===== src/hw/rda_pkg.sv =====
package rda_pkg;
  // register index; the byte address is four times the index
  localparam logic [3:0] IDX_ALM_MIN = 4'hb;
  localparam logic [3:0] IDX_ALM_HOUR = 4'hc;
  localparam logic [3:0] IDX_CTRL_ONE = 4'he;
  localparam logic [3:0] IDX_CTRL_TWO = 4'hf;
  localparam int ADDR_W = 6;

  localparam logic [7:0] ALM_MIN_MASK = 8'h7f;
  localparam logic [7:0] ALM_HOUR_MASK = 8'h3f;
  localparam logic [7:0] ALM_RST = 8'h00;
  localparam logic [7:0] CTRL_ONE_RST = 8'h00;

  // control_one field positions
  localparam int CO_WEEKLY_EN = 7;
  localparam int CO_DAILY_EN = 6;
  localparam int CO_HOUR24 = 5;
  localparam int CO_GATE_TWO = 4;
  localparam int CO_TEST = 3;
  localparam int CO_SEL_HI = 2;

  // control_two_status field positions
  localparam int CT_THR = 7;
  localparam int CT_DROP = 6;
  localparam int CT_OSC = 5;
  localparam int CT_PON = 4;
  localparam int CT_GATE_ONE = 3;
  localparam int CT_PER = 2;
  localparam int CT_WEEKLY = 1;
  localparam int CT_DAILY = 0;

  localparam logic CT_BIT_RST = 1'b0;
  localparam logic PON_RST = 1'b1;
  localparam logic OSC_RST = 1'b0;

  // periodic select codes
  localparam logic [2:0] PER_OFF = 3'h0;
  localparam logic [2:0] PER_LOW = 3'h1;
  localparam logic [2:0] PER_2HZ = 3'h2;
  localparam logic [2:0] PER_1HZ = 3'h3;
  localparam logic [2:0] PER_SEC = 3'h4;
  localparam logic [2:0] PER_MIN = 3'h5;
  localparam logic [2:0] PER_HOUR = 3'h6;
  localparam logic [2:0] PER_MONTH = 3'h7;

  localparam int CLK_HZ = 25000000;
  localparam int HALF_2HZ_MS = 250;
  localparam int HALF_2HZ_CYC = CLK_HZ / 1000 * HALF_2HZ_MS;

  localparam logic [1:0] RESP_OKAY = 2'h0;
  localparam logic [1:0] RESP_SLVERR = 2'h2;

  localparam int SYNC_W = 4;

  typedef enum logic [1:0] {
    RDA_WR_IDLE = 2'b01,
    RDA_WR_RESP = 2'b10
  } rda_wr_state_e;
endpackage : rda_pkg


===== src/hw/rda_sync3.sv =====
`timescale 1ns/100ps
module rda_sync3 (
  input wire logic core_clk,
  input wire logic nrst,
  input wire logic [rda_pkg::SYNC_W-1:0] pin_in,
  output logic [rda_pkg::SYNC_W-1:0] pin_q
);
  genvar i;
  generate
    for (i = 0; i < rda_pkg::SYNC_W; i++) begin : g_bit
      logic s1;
      logic s2;
      logic s3;
      logic q;
      assign pin_q[i] = q;
      always_ff @(posedge core_clk or negedge nrst) begin
        if (!nrst) begin
          s1 <= 1'b0;
          s2 <= 1'b0;
          s3 <= 1'b0;
          q <= 1'b0;
        end else begin
          s1 <= pin_in[i];
          s2 <= s1;
          s3 <= s2;
          // a change counts only once two stages agree
          if (s2 == s3) begin
            q <= s3;
          end
        end
      end
    end
  endgenerate
endmodule : rda_sync3


===== src/hw/rda_half_wave.sv =====
`timescale 1ns/100ps
module rda_half_wave #(
  parameter int HALF_CYC = rda_pkg::HALF_2HZ_CYC
) (
  input wire logic core_clk,
  input wire logic nrst,
  output logic wave_2hz,
  output logic wave_1hz
);
  logic [31:0] cnt;
  logic tick;

  assign tick = (cnt == 32'(HALF_CYC - 1));

  always_ff @(posedge core_clk or negedge nrst) begin
    if (!nrst) begin
      cnt <= 32'h0;
    end else if (tick) begin
      cnt <= 32'h0;
    end else begin
      cnt <= cnt + 32'h1;
    end
  end

  // 1 hz derives from the 2 hz edge so both stay phase locked
  always_ff @(posedge core_clk or negedge nrst) begin
    if (!nrst) begin
      wave_2hz <= 1'b1;
      wave_1hz <= 1'b1;
    end else if (tick) begin
      wave_2hz <= ~wave_2hz;
      if (wave_2hz) begin
        wave_1hz <= ~wave_1hz;
      end
    end
  end
endmodule : rda_half_wave


===== src/hw/rda_top.sv =====
// Functional notes
// minute and hour alarm registers, compared when enabled
// match drives daily irq low, sets flag
// match counts only when counters advance
// hour bit 5 is twenties or pm
// control_one layout, all zero at reset
// weekly enable gates weekly compare and irq
// daily enable gates daily compare and irq
// hour format bit, zero is 12-hour
// software sets hour format before time
// both gate bits one stop clock output
// power-on reset clears both gate bits
// software always writes test bit zero
// codes 0-3: off, low, 2hz, 1hz
// codes 4-7: second, minute, hour, month events
// control_two_status layout and reset values
// threshold bit picks 2.1 V or 1.3 V
// drop sets power-drop flag until cleared
// writing zero clears drop flag, one ignored
// writing one arms stop detect, zero ignored
// detected stop clears flag until rearmed
// power-on sets flag, clears controls, irqs off
// daily flag clear releases irq if periodic off
// fixed-zero alarm bits read zero
`timescale 1ns/100ps
module rda_top #(
  parameter int HALF_CYC = rda_pkg::HALF_2HZ_CYC
) (
  input wire logic core_clk,
  input wire logic nrst,
  input wire logic [rda_pkg::ADDR_W-1:0] s_axi_awaddr,
  input wire logic s_axi_awvalid,
  output logic s_axi_awready,
  input wire logic [31:0] s_axi_wdata,
  input wire logic [3:0] s_axi_wstrb,
  input wire logic s_axi_wvalid,
  output logic s_axi_wready,
  output logic [1:0] s_axi_bresp,
  output logic s_axi_bvalid,
  input wire logic s_axi_bready,
  input wire logic [rda_pkg::ADDR_W-1:0] s_axi_araddr,
  input wire logic s_axi_arvalid,
  output logic s_axi_arready,
  output logic [31:0] s_axi_rdata,
  output logic [1:0] s_axi_rresp,
  output logic s_axi_rvalid,
  input wire logic s_axi_rready,
  input wire logic [7:0] cur_minute,
  input wire logic [7:0] cur_hour,
  input wire logic sec_tick,
  input wire logic min_zero_tick,
  input wire logic hour_zero_tick,
  input wire logic month_tick,
  input wire logic weekly_match,
  input wire logic clock_output_enable_in,
  input wire logic drop_below_hi,
  input wire logic drop_below_lo,
  input wire logic osc_stop_seen,
  output logic daily_irq_n_out,
  output logic daily_irq_n_oe,
  output logic weekly_irq_n_out,
  output logic weekly_irq_n_oe,
  output logic clock_output_on,
  output logic hour_24_mode,
  output logic weekly_compare_on,
  output logic drop_threshold_select_out
);
  rda_pkg::rda_wr_state_e wr_state;
  logic aw_held;
  logic w_held;
  logic [3:0] wr_idx;
  logic [7:0] wr_byte;
  logic wr_lane;
  logic wr_fire;
  logic wr_hit;
  logic wr_min;
  logic wr_hour;
  logic wr_one;
  logic wr_two;
  logic [3:0] rd_idx;
  logic rd_hit;
  logic [7:0] rd_byte;
  logic [7:0] daily_alarm_minute;
  logic [7:0] daily_alarm_hour;
  logic [7:0] control_one;
  logic drop_threshold_select;
  logic power_drop_flag;
  logic osc_stop_flag_n;
  logic power_on_flag;
  logic clkout_gate_one_n;
  logic periodic_event_flag;
  logic weekly_alarm_flag;
  logic daily_alarm_flag;
  logic periodic_on;
  logic periodic_level;
  logic level_event;
  logic [2:0] periodic_sel;
  logic [7:0] prev_minute;
  logic [7:0] prev_hour;
  logic time_moved;
  logic daily_match;
  logic wave_2hz;
  logic wave_1hz;
  logic [rda_pkg::SYNC_W-1:0] pin_q;
  logic drop_now;
  rda_sync3 u_sync (
    .core_clk(core_clk),
    .nrst(nrst),
    .pin_in({osc_stop_seen, drop_below_lo, drop_below_hi, clock_output_enable_in}),
    .pin_q(pin_q)
  );
  rda_half_wave #(
    .HALF_CYC(HALF_CYC)
  ) u_wave (
    .core_clk(core_clk),
    .nrst(nrst),
    .wave_2hz(wave_2hz),
    .wave_1hz(wave_1hz)
  );
  // write channel: address and data taken in either order, response after both
  assign s_axi_awready = !aw_held && (wr_state == rda_pkg::RDA_WR_IDLE);
  assign s_axi_wready = !w_held && (wr_state == rda_pkg::RDA_WR_IDLE);
  assign wr_fire = aw_held && w_held && (wr_state == rda_pkg::RDA_WR_IDLE);
  assign wr_hit = (wr_idx == rda_pkg::IDX_ALM_MIN) || (wr_idx == rda_pkg::IDX_ALM_HOUR)
    || (wr_idx == rda_pkg::IDX_CTRL_ONE) || (wr_idx == rda_pkg::IDX_CTRL_TWO);
  assign wr_min = wr_fire && wr_lane && (wr_idx == rda_pkg::IDX_ALM_MIN);
  assign wr_hour = wr_fire && wr_lane && (wr_idx == rda_pkg::IDX_ALM_HOUR);
  assign wr_one = wr_fire && wr_lane && (wr_idx == rda_pkg::IDX_CTRL_ONE);
  assign wr_two = wr_fire && wr_lane && (wr_idx == rda_pkg::IDX_CTRL_TWO);
  always_ff @(posedge core_clk or negedge nrst) begin
    if (!nrst) begin
      aw_held <= 1'b0;
      wr_idx <= 4'h0;
    end else if (s_axi_awvalid && s_axi_awready) begin
      aw_held <= 1'b1;
      wr_idx <= s_axi_awaddr[5:2];
    end else if (wr_fire) begin
      aw_held <= 1'b0;
    end
  end

  always_ff @(posedge core_clk or negedge nrst) begin
    if (!nrst) begin
      w_held <= 1'b0;
      wr_byte <= 8'h00;
      wr_lane <= 1'b0;
    end else if (s_axi_wvalid && s_axi_wready) begin
      w_held <= 1'b1;
      wr_byte <= s_axi_wdata[7:0];
      wr_lane <= s_axi_wstrb[0];
    end else if (wr_fire) begin
      w_held <= 1'b0;
    end
  end

  always_ff @(posedge core_clk or negedge nrst) begin
    if (!nrst) begin
      wr_state <= rda_pkg::RDA_WR_IDLE;
      s_axi_bvalid <= 1'b0;
      s_axi_bresp <= rda_pkg::RESP_OKAY;
    end else begin
      case (wr_state)
        rda_pkg::RDA_WR_IDLE: begin
          if (wr_fire) begin
            wr_state <= rda_pkg::RDA_WR_RESP;
            s_axi_bvalid <= 1'b1;
            s_axi_bresp <= wr_hit ? rda_pkg::RESP_OKAY : rda_pkg::RESP_SLVERR;
          end
        end
        rda_pkg::RDA_WR_RESP: begin
          if (s_axi_bready) begin
            wr_state <= rda_pkg::RDA_WR_IDLE;
            s_axi_bvalid <= 1'b0;
          end
        end
        default: begin
          wr_state <= rda_pkg::RDA_WR_IDLE;
          s_axi_bvalid <= 1'b0;
        end
      endcase
    end
  end
  // read channel: one cycle to data, held until rready
  assign s_axi_arready = !s_axi_rvalid;
  assign rd_idx = s_axi_araddr[5:2];
  assign rd_hit = (rd_idx == rda_pkg::IDX_ALM_MIN) || (rd_idx == rda_pkg::IDX_ALM_HOUR)
    || (rd_idx == rda_pkg::IDX_CTRL_ONE) || (rd_idx == rda_pkg::IDX_CTRL_TWO);
  always_comb begin
    case (rd_idx)
      rda_pkg::IDX_ALM_MIN: rd_byte = daily_alarm_minute;
      rda_pkg::IDX_ALM_HOUR: rd_byte = daily_alarm_hour;
      rda_pkg::IDX_CTRL_ONE: rd_byte = control_one;
      rda_pkg::IDX_CTRL_TWO: rd_byte = {drop_threshold_select, power_drop_flag, osc_stop_flag_n, power_on_flag,
        clkout_gate_one_n, periodic_event_flag, weekly_alarm_flag, daily_alarm_flag};
      default: rd_byte = 8'h00;
    endcase
  end

  always_ff @(posedge core_clk or negedge nrst) begin
    if (!nrst) begin
      s_axi_rvalid <= 1'b0;
      s_axi_rdata <= 32'h0;
      s_axi_rresp <= rda_pkg::RESP_OKAY;
    end else if (s_axi_arvalid && s_axi_arready) begin
      s_axi_rvalid <= 1'b1;
      s_axi_rdata <= {24'h0, rd_byte};
      s_axi_rresp <= rd_hit ? rda_pkg::RESP_OKAY : rda_pkg::RESP_SLVERR;
    end else if (s_axi_rready) begin
      s_axi_rvalid <= 1'b0;
    end
  end
  // alarm registers; fixed-zero bits never store
  always_ff @(posedge core_clk or negedge nrst) begin
    if (!nrst) begin
      daily_alarm_minute <= rda_pkg::ALM_RST;
      daily_alarm_hour <= rda_pkg::ALM_RST;
    end else begin
      if (wr_min) begin
        daily_alarm_minute <= wr_byte & rda_pkg::ALM_MIN_MASK;
      end
      if (wr_hour) begin
        daily_alarm_hour <= wr_byte & rda_pkg::ALM_HOUR_MASK;
      end
    end
  end
  // test bit is stored as written; software keeps it zero
  always_ff @(posedge core_clk or negedge nrst) begin
    if (!nrst) begin
      control_one <= rda_pkg::CTRL_ONE_RST;
    end else if (wr_one) begin
      control_one <= wr_byte;
    end
  end

  assign periodic_sel = control_one[rda_pkg::CO_SEL_HI:0];
  assign hour_24_mode = control_one[rda_pkg::CO_HOUR24];
  assign weekly_compare_on = control_one[rda_pkg::CO_WEEKLY_EN];
  assign drop_threshold_select_out = drop_threshold_select;
  always_ff @(posedge core_clk or negedge nrst) begin
    if (!nrst) begin
      drop_threshold_select <= rda_pkg::CT_BIT_RST;
      clkout_gate_one_n <= rda_pkg::CT_BIT_RST;
    end else if (wr_two) begin
      drop_threshold_select <= wr_byte[rda_pkg::CT_THR];
      clkout_gate_one_n <= wr_byte[rda_pkg::CT_GATE_ONE];
    end
  end

  // power-on flag: only a reset sets it, software may only clear it
  always_ff @(posedge core_clk or negedge nrst) begin
    if (!nrst) begin
      power_on_flag <= rda_pkg::PON_RST;
    end else if (wr_two && !wr_byte[rda_pkg::CT_PON]) begin
      power_on_flag <= 1'b0;
    end
  end
  assign drop_now = drop_threshold_select ? pin_q[2] : pin_q[1];
  // detection wins over a clear in the same cycle
  always_ff @(posedge core_clk or negedge nrst) begin
    if (!nrst) begin
      power_drop_flag <= rda_pkg::CT_BIT_RST;
    end else if (drop_now) begin
      power_drop_flag <= 1'b1;
    end else if (wr_two && !wr_byte[rda_pkg::CT_DROP]) begin
      power_drop_flag <= 1'b0;
    end
  end

  always_ff @(posedge core_clk or negedge nrst) begin
    if (!nrst) begin
      osc_stop_flag_n <= rda_pkg::OSC_RST;
    end else if (pin_q[3]) begin
      osc_stop_flag_n <= 1'b0;
    end else if (wr_two && wr_byte[rda_pkg::CT_OSC]) begin
      osc_stop_flag_n <= 1'b1;
    end
  end

  // counters moving is what arms a match, so loading the shown time is silent
  always_ff @(posedge core_clk or negedge nrst) begin
    if (!nrst) begin
      prev_minute <= 8'h00;
      prev_hour <= 8'h00;
    end else begin
      prev_minute <= cur_minute;
      prev_hour <= cur_hour;
    end
  end

  assign time_moved = (cur_minute != prev_minute) || (cur_hour != prev_hour);
  assign daily_match = time_moved && control_one[rda_pkg::CO_DAILY_EN]
    && ((cur_minute & rda_pkg::ALM_MIN_MASK) == daily_alarm_minute)
    && ((cur_hour & rda_pkg::ALM_HOUR_MASK) == daily_alarm_hour);

  always_ff @(posedge core_clk or negedge nrst) begin
    if (!nrst) begin
      daily_alarm_flag <= rda_pkg::CT_BIT_RST;
    end else if (!control_one[rda_pkg::CO_DAILY_EN]) begin
      daily_alarm_flag <= 1'b0;
    end else if (daily_match) begin
      daily_alarm_flag <= 1'b1;
    end else if (wr_two && !wr_byte[rda_pkg::CT_DAILY] && !periodic_on) begin
      daily_alarm_flag <= 1'b0;
    end
  end

  always_ff @(posedge core_clk or negedge nrst) begin
    if (!nrst) begin
      weekly_alarm_flag <= rda_pkg::CT_BIT_RST;
    end else if (!control_one[rda_pkg::CO_WEEKLY_EN]) begin
      weekly_alarm_flag <= 1'b0;
    end else if (weekly_match) begin
      weekly_alarm_flag <= 1'b1;
    end else if (wr_two && !wr_byte[rda_pkg::CT_WEEKLY]) begin
      weekly_alarm_flag <= 1'b0;
    end
  end

  // level-mode periodic events
  always_comb begin
    case (periodic_sel)
      rda_pkg::PER_SEC: level_event = sec_tick;
      rda_pkg::PER_MIN: level_event = min_zero_tick;
      rda_pkg::PER_HOUR: level_event = hour_zero_tick;
      rda_pkg::PER_MONTH: level_event = month_tick;
      default: level_event = 1'b0;
    endcase
  end

  always_ff @(posedge core_clk or negedge nrst) begin
    if (!nrst) begin
      periodic_level <= 1'b0;
    end else if (!periodic_sel[2]) begin
      periodic_level <= 1'b0;
    end else if (level_event) begin
      periodic_level <= 1'b1;
    end else if (wr_two && !wr_byte[rda_pkg::CT_PER]) begin
      periodic_level <= 1'b0;
    end
  end

  // pulse modes are low during the second half of each period
  always_comb begin
    case (periodic_sel)
      rda_pkg::PER_OFF: periodic_on = 1'b0;
      rda_pkg::PER_LOW: periodic_on = 1'b1;
      rda_pkg::PER_2HZ: periodic_on = !wave_2hz;
      rda_pkg::PER_1HZ: periodic_on = !wave_1hz;
      default: periodic_on = periodic_level;
    endcase
  end
  assign periodic_event_flag = periodic_on;
  // open-drain pins only ever pull low
  assign daily_irq_n_out = 1'b0;
  assign weekly_irq_n_out = 1'b0;
  assign daily_irq_n_oe = daily_alarm_flag || periodic_on;
  assign weekly_irq_n_oe = weekly_alarm_flag;

  always_ff @(posedge core_clk or negedge nrst) begin
    if (!nrst) begin
      clock_output_on <= 1'b0;
    end else begin
      clock_output_on <= pin_q[0] && !(clkout_gate_one_n && control_one[rda_pkg::CO_GATE_TWO]);
    end
  end
endmodule : rda_top


===== config.mk =====
export PLATFORM = sky130hd
export DESIGN_NAME = rda_top
export DESIGN_NICKNAME = d
export VERILOG_FILES = /design/src/hw/rda_pkg.sv /design/src/hw/rda_sync3.sv /design/src/hw/rda_half_wave.sv /design/src/hw/rda_top.sv
export SDC_FILE = /design/constraint.sdc
export NUM_CORES = 1
export LEC_CHECK = 0
export BUFFER_PORTS_ARGS = -buffer_cell sky130_fd_sc_hd__clkbuf_2
export CAP_MARGIN = 20
export CORE_MARGIN = 10
export CORE_UTILIZATION = 45
export DETAILED_ROUTE_END_ITERATION = 16
export PLACE_DENSITY_LB_ADDON = 0.3
export SLEW_MARGIN = 20
export SYNTH_ARGS = -nofsm -noshare
export SYNTH_HDL_FRONTEND = slang
export SYNTH_SLANG_ARGS = --single-unit
export TNS_END_PERCENT = 20

===== constraint.sdc =====
create_clock -name core_clk -period 3.2 [get_ports core_clk]
set_clock_uncertainty 0.2 [all_clocks]
set_input_delay 0.16 -clock core_clk [delete_from_list [all_inputs] [get_ports core_clk]]
set_output_delay 0.16 -clock core_clk [all_outputs]
set_load 0.005 [all_outputs]

==> qor.csv, run 1 <==
stage;metric;value;unit
clocking;CTS sink count;124;
timing;Final Slew Violations;0;
setup_path;kind of critical path;register to register;
timing;period utilization;77.2;%
synthesis;Synth area leader;dfrtp_1;
route;via count;3832;
layout;fill count;974;
timing;setup TNS;0;ns
layout;Non-Filler Instances;774;
timing;Fin. Hold Viols;0;
global_route;largest net degree at the start of global routing;64;
min_path;worst min path class;input pin to register;
route;ANT nets after route;0;
global_route;GRT Util Overall;14.9;%
clocking;worst-case clock buffer depth;2;
die;# IOs;129;
synthesis;Post-Syn Area;0.00555;mm^2
layout;share of layout cells above drive strength 1;24.9;%
die;Die ar.;0.0172;mm^2
timing;Slew HR;48.8;%
clocking;clock slew at reported path FFs;0.05;ns
layout;Antenna diodes;0;
power;total power draw;4.80;mW
synthesis;Cell variety after synth;52;
placement;hpwl dp;8420;um
die;die height;131;um
route;Routed WL per cell;15.6;um
layout;Nets;674;
route;drt first-iter violations;232;
die;row count;40;
min_path;hold_sp;s_axi_araddr[4];
synthesis;syn avg cell area;11.9;um^2
placement;GPL Wtd Cong;0.853;
clocking;postcts setup bufs;0;
synthesis;ys flop type;dfrtp_1;
synthesis;Yosys reg bits;124;
global_route;antenna violations before repair;0;
placement;placed inst area;0.00599;mm^2
timing;worst slew pin tran;0.769;ns
synthesis;register area share after synthesis;56.0;%
synthesis;largest cells by area after synthesis;dfrtp_1, mux2_2, xnor2_1;
die;core box area;0.0121;mm^2
setup_path;Max Fanout on Critical Path;5;
timing;final setup fails;0;
setup_path;reg2reg start;wr_state[0]$_DFFE_PN1P_;
power;PD cells;676;mW/mm^2
synthesis;Synth warnings;0;
clocking;clock network latency to the later pin of the worst-skew pair;0.41;ns
timing;fin crit period;2.47;ns
setup_path;CP Data Required Time;3.34;ns
global_route;vias in the first global route;3867;
setup_path;crit path from;wr_state[0]$_DFFE_PN1P_;
clocking;total CTS buffers;17;
synthesis;Post-synth EDFFs;0;
timing;fmax;405;MHz
clocking;H-tree levels;4;
route;final WL;12100;um
global_route;first-pass GRT wire length;19800;um
route;first drt pass iteration count;4;
status;run status;completed;
setup_path;CP Capture Type;register;
global_route;Congestion Overflow GR;0;
route;Via-to-Cell Ratio;4.95;
timing;hold_ws;0.0361;ns
die;Starting Density;46.0;%
placement;count of input and output buffers;69;
timing;RSZ-0062 raised after global routing;no;
synthesis;Async S/R FF share, synth;100;%
die;DIE WIDTH;131;um
flow_run;max-cap violations;0;
setup_path;Arrival @ worst endpoint;2.61;ns
clocking;CTS tree;built;
synthesis;Synth top area share;54.1;%
layout;Area Overhead vs Synth;28.0;%
power;LEAKAGE;3.27;nW
layout;Final Instance Area;0.00711;mm^2
placement;# placed instances;695;
route;drt drc;0;
synthesis;Cells after Synth;467;
power;Worst VDD drop;347;uV
setup_path;Startpoint Class;register;
clocking;CTS root buf;clkbuf_16;
final cells by class:
type	instances	area (um^2)	area share, %
Clock buffer	20	457	6.42
Clock inverter	12	193	2.71
Inverter	8	30.0	0.422
Multi-Input combinational cell	324	2270	31.9
Sequential cell	124	3110	43.7
Tap cell	168	210	2.96
Timing Repair Buffer	118	846	11.9
registers in the layout, summed over array words and instances (netlist names), 4 cells and up:
| signal | cells |
|---|---|
| u_wave.cnt | 32 |
| control_one | 8 |
| prev_hour | 8 |
| prev_minute | 8 |
| s_axi_rdata | 8 |
| wr_byte | 8 |
| daily_alarm_minute | 7 |
| daily_alarm_hour | 6 |
| u_sync.g_bit.q | 4 |
| u_sync.g_bit.s1 | 4 |
| u_sync.g_bit.s2 | 4 |
| u_sync.g_bit.s3 | 4 |
| wr_idx | 4 |
layer usage:
metal / vias to the layer above / global-route usage, % / part of all wire [%]
li1: 1845 / - / -
met1: 1883 / 17.8 / 44
met2: 96 / 24.6 / 49
met3: 8 / 5.27 / 6.1
met4: 0 / 4.77 / 0.84
met5: - / 0 / 0
kinds of logic after synthesis:
logic type | Yosys count | synth area share, %
other | 1 | 0.0675
multiplexers | 44 | 8.90
flip-flops | 124 | 56.0
XOR/XNOR | 58 | 9.15
AND/OR/NAND/NOR | 142 | 14.3
adder cells (fa/ha/maj) | 5 | 0.946
buffers and inverters | 46 | 5.05
AO/OA/AOI/OAI | 47 | 5.63
synthesized netlist by cell type (4+ instances only):
library cell and instances:
inv_1 8, nand2_1 32, dfrtp_1 120, xor2_1 19
nor4_1 5, o21a_1 5, a22o_1 6, dfstp_2 4
maj3_1 4, nand4_1 18, buf_4 28, o21ai_0 11
nor3_1 5, clkbuf_1 8, mux2_2 33, and3_1 6
xnor2_1 39, mux2i_1 10, nand3_1 16, a21oi_1 9
nor2_1 33
metrics by stage:
step           util (%)  worst slack [ns]
2_1_floorplan         -              1.13
3_3_place_gp       49.7             0.918
3_5_place_dp       49.7             0.857
4_1_cts            58.9             0.748
5_1_grt            58.9             0.642
6_report           58.9             0.730
where the power goes:
| group | switching, mW | internal (mW) | leakage [nW] |
|---|---|---|---|
| Combinational | 0.305 | 0.391 | 1.39 |
| Clock | 0.655 | 1.42 | 0.312 |
| Sequential | 0.234 | 1.80 | 1.57 |
worst max-delay path, stage by stage, from the launching register on:
cell and delay, ns:
dfstp_2 0.54, nand2b_1 0.07, nor2_1 0.11, and2_1 0.24, nand2_1 0.08, dlygate4sd3_1 0.55
o21ai_0 0.06, dlygate4sd3_1 0.56
final timing paths:
check / slack, ns / endpoint / cells past startpoint
max reg2reg: 0.73 / wr_idx[2]$_DFFE_PN0P_ / 7
min in group asynchronous: 0.18 / prev_minute[7]$_DFF_PN0_ / 2
min reg2reg: 0.15 / u_sync.g_bit[1].s2$_DFF_PN0_ / 0
max: 0.73 / wr_idx[2]$_DFFE_PN0P_ / 7
max in group asynchronous: 1.79 / u_wave.wave_1hz$_DFFE_PN1P_ / 3
min: 0.04 / s_axi_rdata[7]$_DFFE_PN0P_ / 3
layout by cell type (no fill, tap or decap), types with 6 or more instances in the layout:
cell           Yosys  routed
a21oi_1            9       9
a22o_1             6       6
and3_1             6       6
clkbuf_16          0      17
clkbuf_2           0      68
conb_1             1      28
dfrtp_1          120     120
dlygate4sd3_1      0      47
inv_1              8       8
mux2_2            33      33
mux2i_1           10      10
nand2_1           32      32
nand3_1           16      16
nand4_1           18      18
nor2_1            33      33
o21ai_0           11      11
xnor2_1           39      39
xor2_1            19      19
what timing repair did:
item                                   in CTS  in global routing
endpoints found under the hold margin     102                  0
gates resized for setup                     0                  0
hold buffers                               47                  0
No activity file was read; power rests on OpenSTA's default activity.
==> run 2: changes to the inputs <==
- clock period: 3.2 -> 2.49 ns (I/O delays scaled with it)
==> qor.csv, run 2 (same netlist as run 1, synthesis figures left out) <==
stage;metric;value;unit;change
clocking;CTS tree;built;;
placement;count of input and output buffers;69;;unchanged
route;first drt pass iteration count;4;;unchanged
route;via count;3825;;-0.18%
global_route;first-pass GRT wire length;20100;um;+1.5%
timing;RSZ-0062 raised after global routing;no;;
global_route;vias in the first global route;3917;;+1.3%
setup_path;family with the most delay on the worst path;buffers and inverters;;
setup_path;Max stage delay on crit path;0.58;ns;+0.02 ns
layout;most common cell after layout, fill and taps aside;dfrtp_1;;
layout;max reg flops;32;;unchanged
power;LEAKAGE;3.24;nW;-0.74%
timing;setup TNS;0;ns;unchanged
placement;GPL Wtd Cong;0.843;;-1.1%
timing;fmax;451;MHz;+11%
layout;commonest cells after routing, fill and taps aside;dfrtp_1, clkbuf_2, dlygate4sd3_1, xnor2_1;;
route;final WL;12200;um;+1.0%
flow_run;max-cap violations;0;;unchanged
layout;Largest Register;u_wave.cnt;;
die;die height;131;um;unchanged
clocking;clock slew at reported path FFs;0.05;ns;about the same
die;DIE WIDTH;131;um;unchanged
die;core box area;0.0121;mm^2;unchanged
placement;placed inst area;0.00600;mm^2;+0.25%
layout;Non-Filler Instances;776;;+0.26%
die;# IOs;129;;unchanged
placement;# placed instances;697;;+0.29%
die;Starting Density;46.0;%;unchanged
setup_path;Max Fanout on Critical Path;4;;-1
global_route;Congestion Overflow GR;0;;unchanged
setup_path;reg2reg end;s_axi_rdata[2]$_DFFE_PN0P_;;
clocking;CTS root buf;clkbuf_16;;
timing;period utilization;89.0;%;+12 points
setup_path;WP buf/inv;3;;+1
layout;final core utilization;58.5;%;-0.49 points
power;total power draw;5.80;mW;+21%
min_path;hold_sp;s_axi_araddr[4];;
power;PD cells;823;mW/mm^2;+22%
layout;Area Overhead vs Synth;27.0;%;
setup_path;Arrival @ worst endpoint;2.36;ns;-0.25 ns
timing;Slew HR;63.0;%;+14 points
setup_path;CP Data Required Time;2.63;ns;-0.71 ns
power;Worst VDD drop;509;uV;+47%
setup_path;Crit. path cell count;5;;-2
clocking;total CTS buffers;17;;unchanged
setup_path;cell repeated most along the worst path;dlygate4sd3_1;;
route;Routed WL per cell;15.7;um;+0.74%
timing;Fin. Hold Viols;0;;unchanged
layout;fill count;985;;+1.1%
status;run status;completed;;
timing;final setup fails;0;;unchanged
min_path;worst min path class;input pin to register;;
die;Die ar.;0.0172;mm^2;unchanged
global_route;GRT Util Overall;15.1;%;+0.20 points
route;Via-to-Cell Ratio;4.93;;-0.44%
timing;fin crit period;2.22;ns;-0.253 ns
layout;Final Instance Area;0.00705;mm^2;-0.83%
clocking;CTS sink count;124;;unchanged
timing;worst slew pin tran;0.555;ns;-0.214 ns
setup_path;Worst path slowest cell;dlygate4sd3_1;;
min_path;hold path endpoint;s_axi_rdata[1]$_DFFE_PN0P_;;
setup_path;r2r worst-path depth;5;;-2
setup_path;kind of critical path;register to register;;
layout;share of layout cells above drive strength 1;24.9;%;-0.041 points
global_route;largest net degree at the start of global routing;67;;+4.7%
global_route;antenna violations before repair;1;;+1
setup_path;flop2flop setup slack;0.27;ns;-0.46 ns
min_path;hold path cells;3;;unchanged
route;ANT nets after route;0;;unchanged
setup_path;critical-path cell list;inv_1 > nand3_1 > dlygate4sd3_1 > o31ai_1 > dlygate4sd3_1;;
clocking;worst-case clock buffer depth;2;;unchanged
setup_path;CP Capture Type;register;;
clocking;H-tree levels;4;;unchanged
route;drt first-iter violations;210;;-9.5%
timing;Final Slew Violations;0;;unchanged
layout;Nets;677;;+0.45%
setup_path;reg2reg start;s_axi_rvalid$_DFFE_PN0P_;;
placement;hpwl dp;8540;um;+1.5%
die;row count;40;;unchanged
clocking;clock network latency to the later pin of the worst-skew pair;0.40;ns;about the same
route;drt drc;0;;unchanged
setup_path;Startpoint Class;register;;
-- run 2: metal layers --
| layer | part of all wire (%) | vias to the layer above | global-route usage (%) |
|---|---|---|---|
| met5 | 0 | - | 0 |
| met4 | 2.3 | 0 | 7.33 |
| met3 | 6.0 | 20 | 3.62 |
| met2 | 49 | 90 | 24.8 |
| met1 | 43 | 1873 | 18.2 |
| li1 | - | 1842 | - |
-- run 2: worst max-delay path by stage --
stage	startpoint	to	slack, ns
2_1_floorplan	wr_state[0]$_DFFE_PN1P_	control_one[0]$_DFFE_PN0P_	0.42
3_3_place_gp	wr_state[0]$_DFFE_PN1P_	control_one[4]$_DFFE_PN0P_	0.33
3_5_place_dp	wr_state[0]$_DFFE_PN1P_	control_one[3]$_DFFE_PN0P_	0.28
4_1_cts	control_one[0]$_DFFE_PN0P_	s_axi_rdata[2]$_DFFE_PN0P_	0.18
5_1_grt	control_one[0]$_DFFE_PN0P_	s_axi_rdata[2]$_DFFE_PN0P_	0.13
6_report	s_axi_rvalid$_DFFE_PN0P_	s_axi_rdata[2]$_DFFE_PN0P_	0.27
-- run 2: where the power goes --
group          switching, mW  total, mW  internal, mW
clock                  0.815       2.27          1.46
combinational          0.401      0.908         0.507
sequential             0.300       2.62          2.32
total                   1.52       5.80          4.28
-- run 2: what timing repair did --
action	CTS	global route
resized for setup	0	1
hold buffers	48	0
endpoints found under the hold margin	164	0
setup endpoints to repair	0	1
buffers inserted	0	0
-- run 2: tightest hold or removal path, cell delays in order --
cell	delay, ns
clkbuf_2	0.18
a32o_1	0.21
a22o_1	0.13
-- run 2: metrics by stage --
stage / hold slack [ns] / setup slack (ns)
4_1_cts: 0.0303 / 0.177
5_1_grt: 0.0863 / 0.126
3_3_place_gp: -0.142 / 0.328
3_5_place_dp: -0.129 / 0.283
6_report: 0.0777 / 0.273
2_1_floorplan: -0.371 / 0.423
-- run 2: area by class of cell --
cell class	instances	area [um^2]	share of cell area, %
repair buffers	121	881	12.5
clock buffers	23	488	6.92
clock inverters	7	65.1	0.923
flip-flops and latches	124	3110	44.1
well taps	168	210	2.98
diodes	1	2.50	0.0355
inverters	8	30.0	0.426
multi-input cells	324	2270	32.1
==> run 3: changes to the inputs <==
- SETUP_SLACK_MARGIN: unset -> 0.4
==> qor.csv, run 3 (same netlist as run 1, synthesis figures left out) <==
stage;metric;value;unit;change
min_path;hold path endpoint;s_axi_rdata[2]$_DFFE_PN0P_;;
layout;commonest cells after routing, fill and taps aside;dfrtp_1, clkbuf_2, dlygate4sd3_1, xnor2_1, nor2_1;;
timing;final setup fails;0;;unchanged
die;DIE WIDTH;131;um;unchanged
route;final WL;12600;um;+3.5%
die;Die ar.;0.0172;mm^2;unchanged
setup_path;CP Capture Type;register;;
clocking;CTS root buf;clkbuf_16;;
route;ANT nets after route;0;;unchanged
global_route;GRT Util Overall;15.4;%;+0.34 points
setup_path;Arrival @ worst endpoint;2.16;ns;-0.20 ns
layout;Nets;683;;+0.89%
die;# IOs;129;;unchanged
min_path;hold_sp;s_axi_araddr[4];;
clocking;CTS sink count;124;;unchanged
min_path;worst min path class;input pin to register;;
setup_path;Startpoint Class;register;;
setup_path;reg2reg start;wr_state[0]$_DFFE_PN1P_;;
timing;Slew HR;63.1;%;+0.15 points
setup_path;reg2reg end;daily_alarm_minute[4]$_DFFE_PN0P_;;
route;drt drc;0;;unchanged
power;PD cells;815;mW/mm^2;-0.91%
timing;RSZ-0062 raised after global routing;yes;;
layout;most common cell after layout, fill and taps aside;dfrtp_1;;
die;die height;131;um;unchanged
clocking;clock slew at reported path FFs;0.05;ns;about the same
timing;setup TNS;0;ns;unchanged
die;Starting Density;46.0;%;unchanged
min_path;hold path cells;3;;unchanged
placement;hpwl dp;8540;um;unchanged
timing;Final Slew Violations;0;;unchanged
clocking;total CTS buffers;17;;unchanged
global_route;vias in the first global route;3962;;+1.1%
setup_path;r2r worst-path depth;4;;-1
power;LEAKAGE;3.29;nW;+1.5%
timing;final worst slack;0.417;ns;+0.144 ns
global_route;antenna violations before repair;1;;unchanged
die;core box area;0.0121;mm^2;unchanged
clocking;clock network latency to the later pin of the worst-skew pair;0.40;ns;about the same
power;Worst VDD drop;505;uV;-0.83%
route;Via-to-Cell Ratio;4.97;;+0.82%
route;first drt pass iteration count;4;;unchanged
global_route;first-pass GRT wire length;20400;um;+1.6%
route;drt first-iter violations;208;;-0.95%
layout;final core utilization;59.4;%;+0.91 points
layout;Largest Register;u_wave.cnt;;
layout;share of layout cells above drive strength 1;26.4;%;+1.6 points
setup_path;Max Fanout on Critical Path;7;;+3
layout;Area Overhead vs Synth;29.0;%;
timing;fmax;482;MHz;+6.9%
timing;fin crit period;2.07;ns;-0.144 ns
layout;max reg flops;32;;unchanged
timing;period utilization;83.2;%;-5.8 points
flow_run;max-cap violations;0;;unchanged
clocking;CTS tree;built;;
layout;Final Instance Area;0.00716;mm^2;+1.6%
setup_path;CP Data Required Time;2.57;ns;-0.06 ns
placement;count of input and output buffers;69;;unchanged
clocking;worst-case clock buffer depth;2;;unchanged
placement;GPL Wtd Cong;0.843;;unchanged
global_route;Congestion Overflow GR;0;;unchanged
placement;placed inst area;0.00600;mm^2;unchanged
route;via count;3886;;+1.6%
clocking;H-tree levels;4;;unchanged
placement;Place WS;0.283;ns;unchanged
status;run status;completed;;
global_route;largest net degree at the start of global routing;67;;unchanged
setup_path;kind of critical path;register to register;;
die;row count;40;;unchanged
timing;Fin. Hold Viols;0;;unchanged
setup_path;flop2flop setup slack;0.42;ns;+0.14 ns
timing;worst slew pin tran;0.553;ns;-0.00223 ns
route;Routed WL per cell;16.2;um;+2.7%
run 3: area by class of cell:
type	count	area, um^2
clock buffers	23	488
multi-input cells	324	2320
well taps	168	210
repair buffers	127	941
inverters	8	30.0
flip-flops and latches	124	3110
diodes	1	2.50
clock inverters	7	65.1
fillers	967	4900
run 3: timing repair:
action,4_1_cts,5_1_grt
endpoints found under the hold margin,164,0
cloned,0,0
hold buffers,49,0
pin swaps,1,5
resized for setup,0,11
setup endpoints to repair,19,38
setup buffers,1,4
run 3: per-stage QoR:
| step | std cells | hold WS, ns | total power, mW |
|---|---|---|---|
| CTS | 777 | 0.0199 | 5.84 |
| global placement | 697 | -0.142 | 3.44 |
| global route | 782 | 0.0455 | 6.13 |
| floorplan | 494 | -0.371 | 3.15 |
| detailed placement | 697 | -0.129 | 3.48 |
| finish | 782 | 0.0370 | 5.84 |
run 3: worst max-delay path by stage:
stage / slack [ns] / from / end
3_5_place_dp: 0.28 / wr_state[0]$_DFFE_PN1P_ / control_one[3]$_DFFE_PN0P_
5_1_grt: 0.32 / control_one[1]$_DFFE_PN0P_ / daily_irq_n_oe
4_1_cts: 0.33 / control_one[0]$_DFFE_PN0P_ / daily_irq_n_oe
2_1_floorplan: 0.42 / wr_state[0]$_DFFE_PN1P_ / control_one[0]$_DFFE_PN0P_
3_3_place_gp: 0.33 / wr_state[0]$_DFFE_PN1P_ / control_one[4]$_DFFE_PN0P_
6_report: 0.42 / wr_state[0]$_DFFE_PN1P_ / daily_alarm_minute[4]$_DFFE_PN0P_
run 3: worst max-delay path, stage by stage, from the launching register on:
cell and delay [ns]:
dfstp_2 0.55, and4b_2 0.27, buf_4 0.16, and3_1 0.40
mux2_2 0.38
run 3: per-layer routing:
metal | vias to the layer above | GRT usage (%) | routed length (um)
met5 | - | 0 | 0
met4 | 0 | 7.19 | 265
met3 | 20 | 4.30 | 801
met2 | 114 | 25.5 | 6330
met1 | 1899 | 18.3 | 5240
li1 | 1853 | - | -
run 3: where the power goes:
| group | internal [mW] | switching, mW | total, mW |
|---|---|---|---|
| sequential | 2.32 | 0.327 | 2.65 |
| clock | 1.46 | 0.805 | 2.26 |
| combinational | 0.513 | 0.415 | 0.929 |
| total | 4.29 | 1.55 | 5.84 |
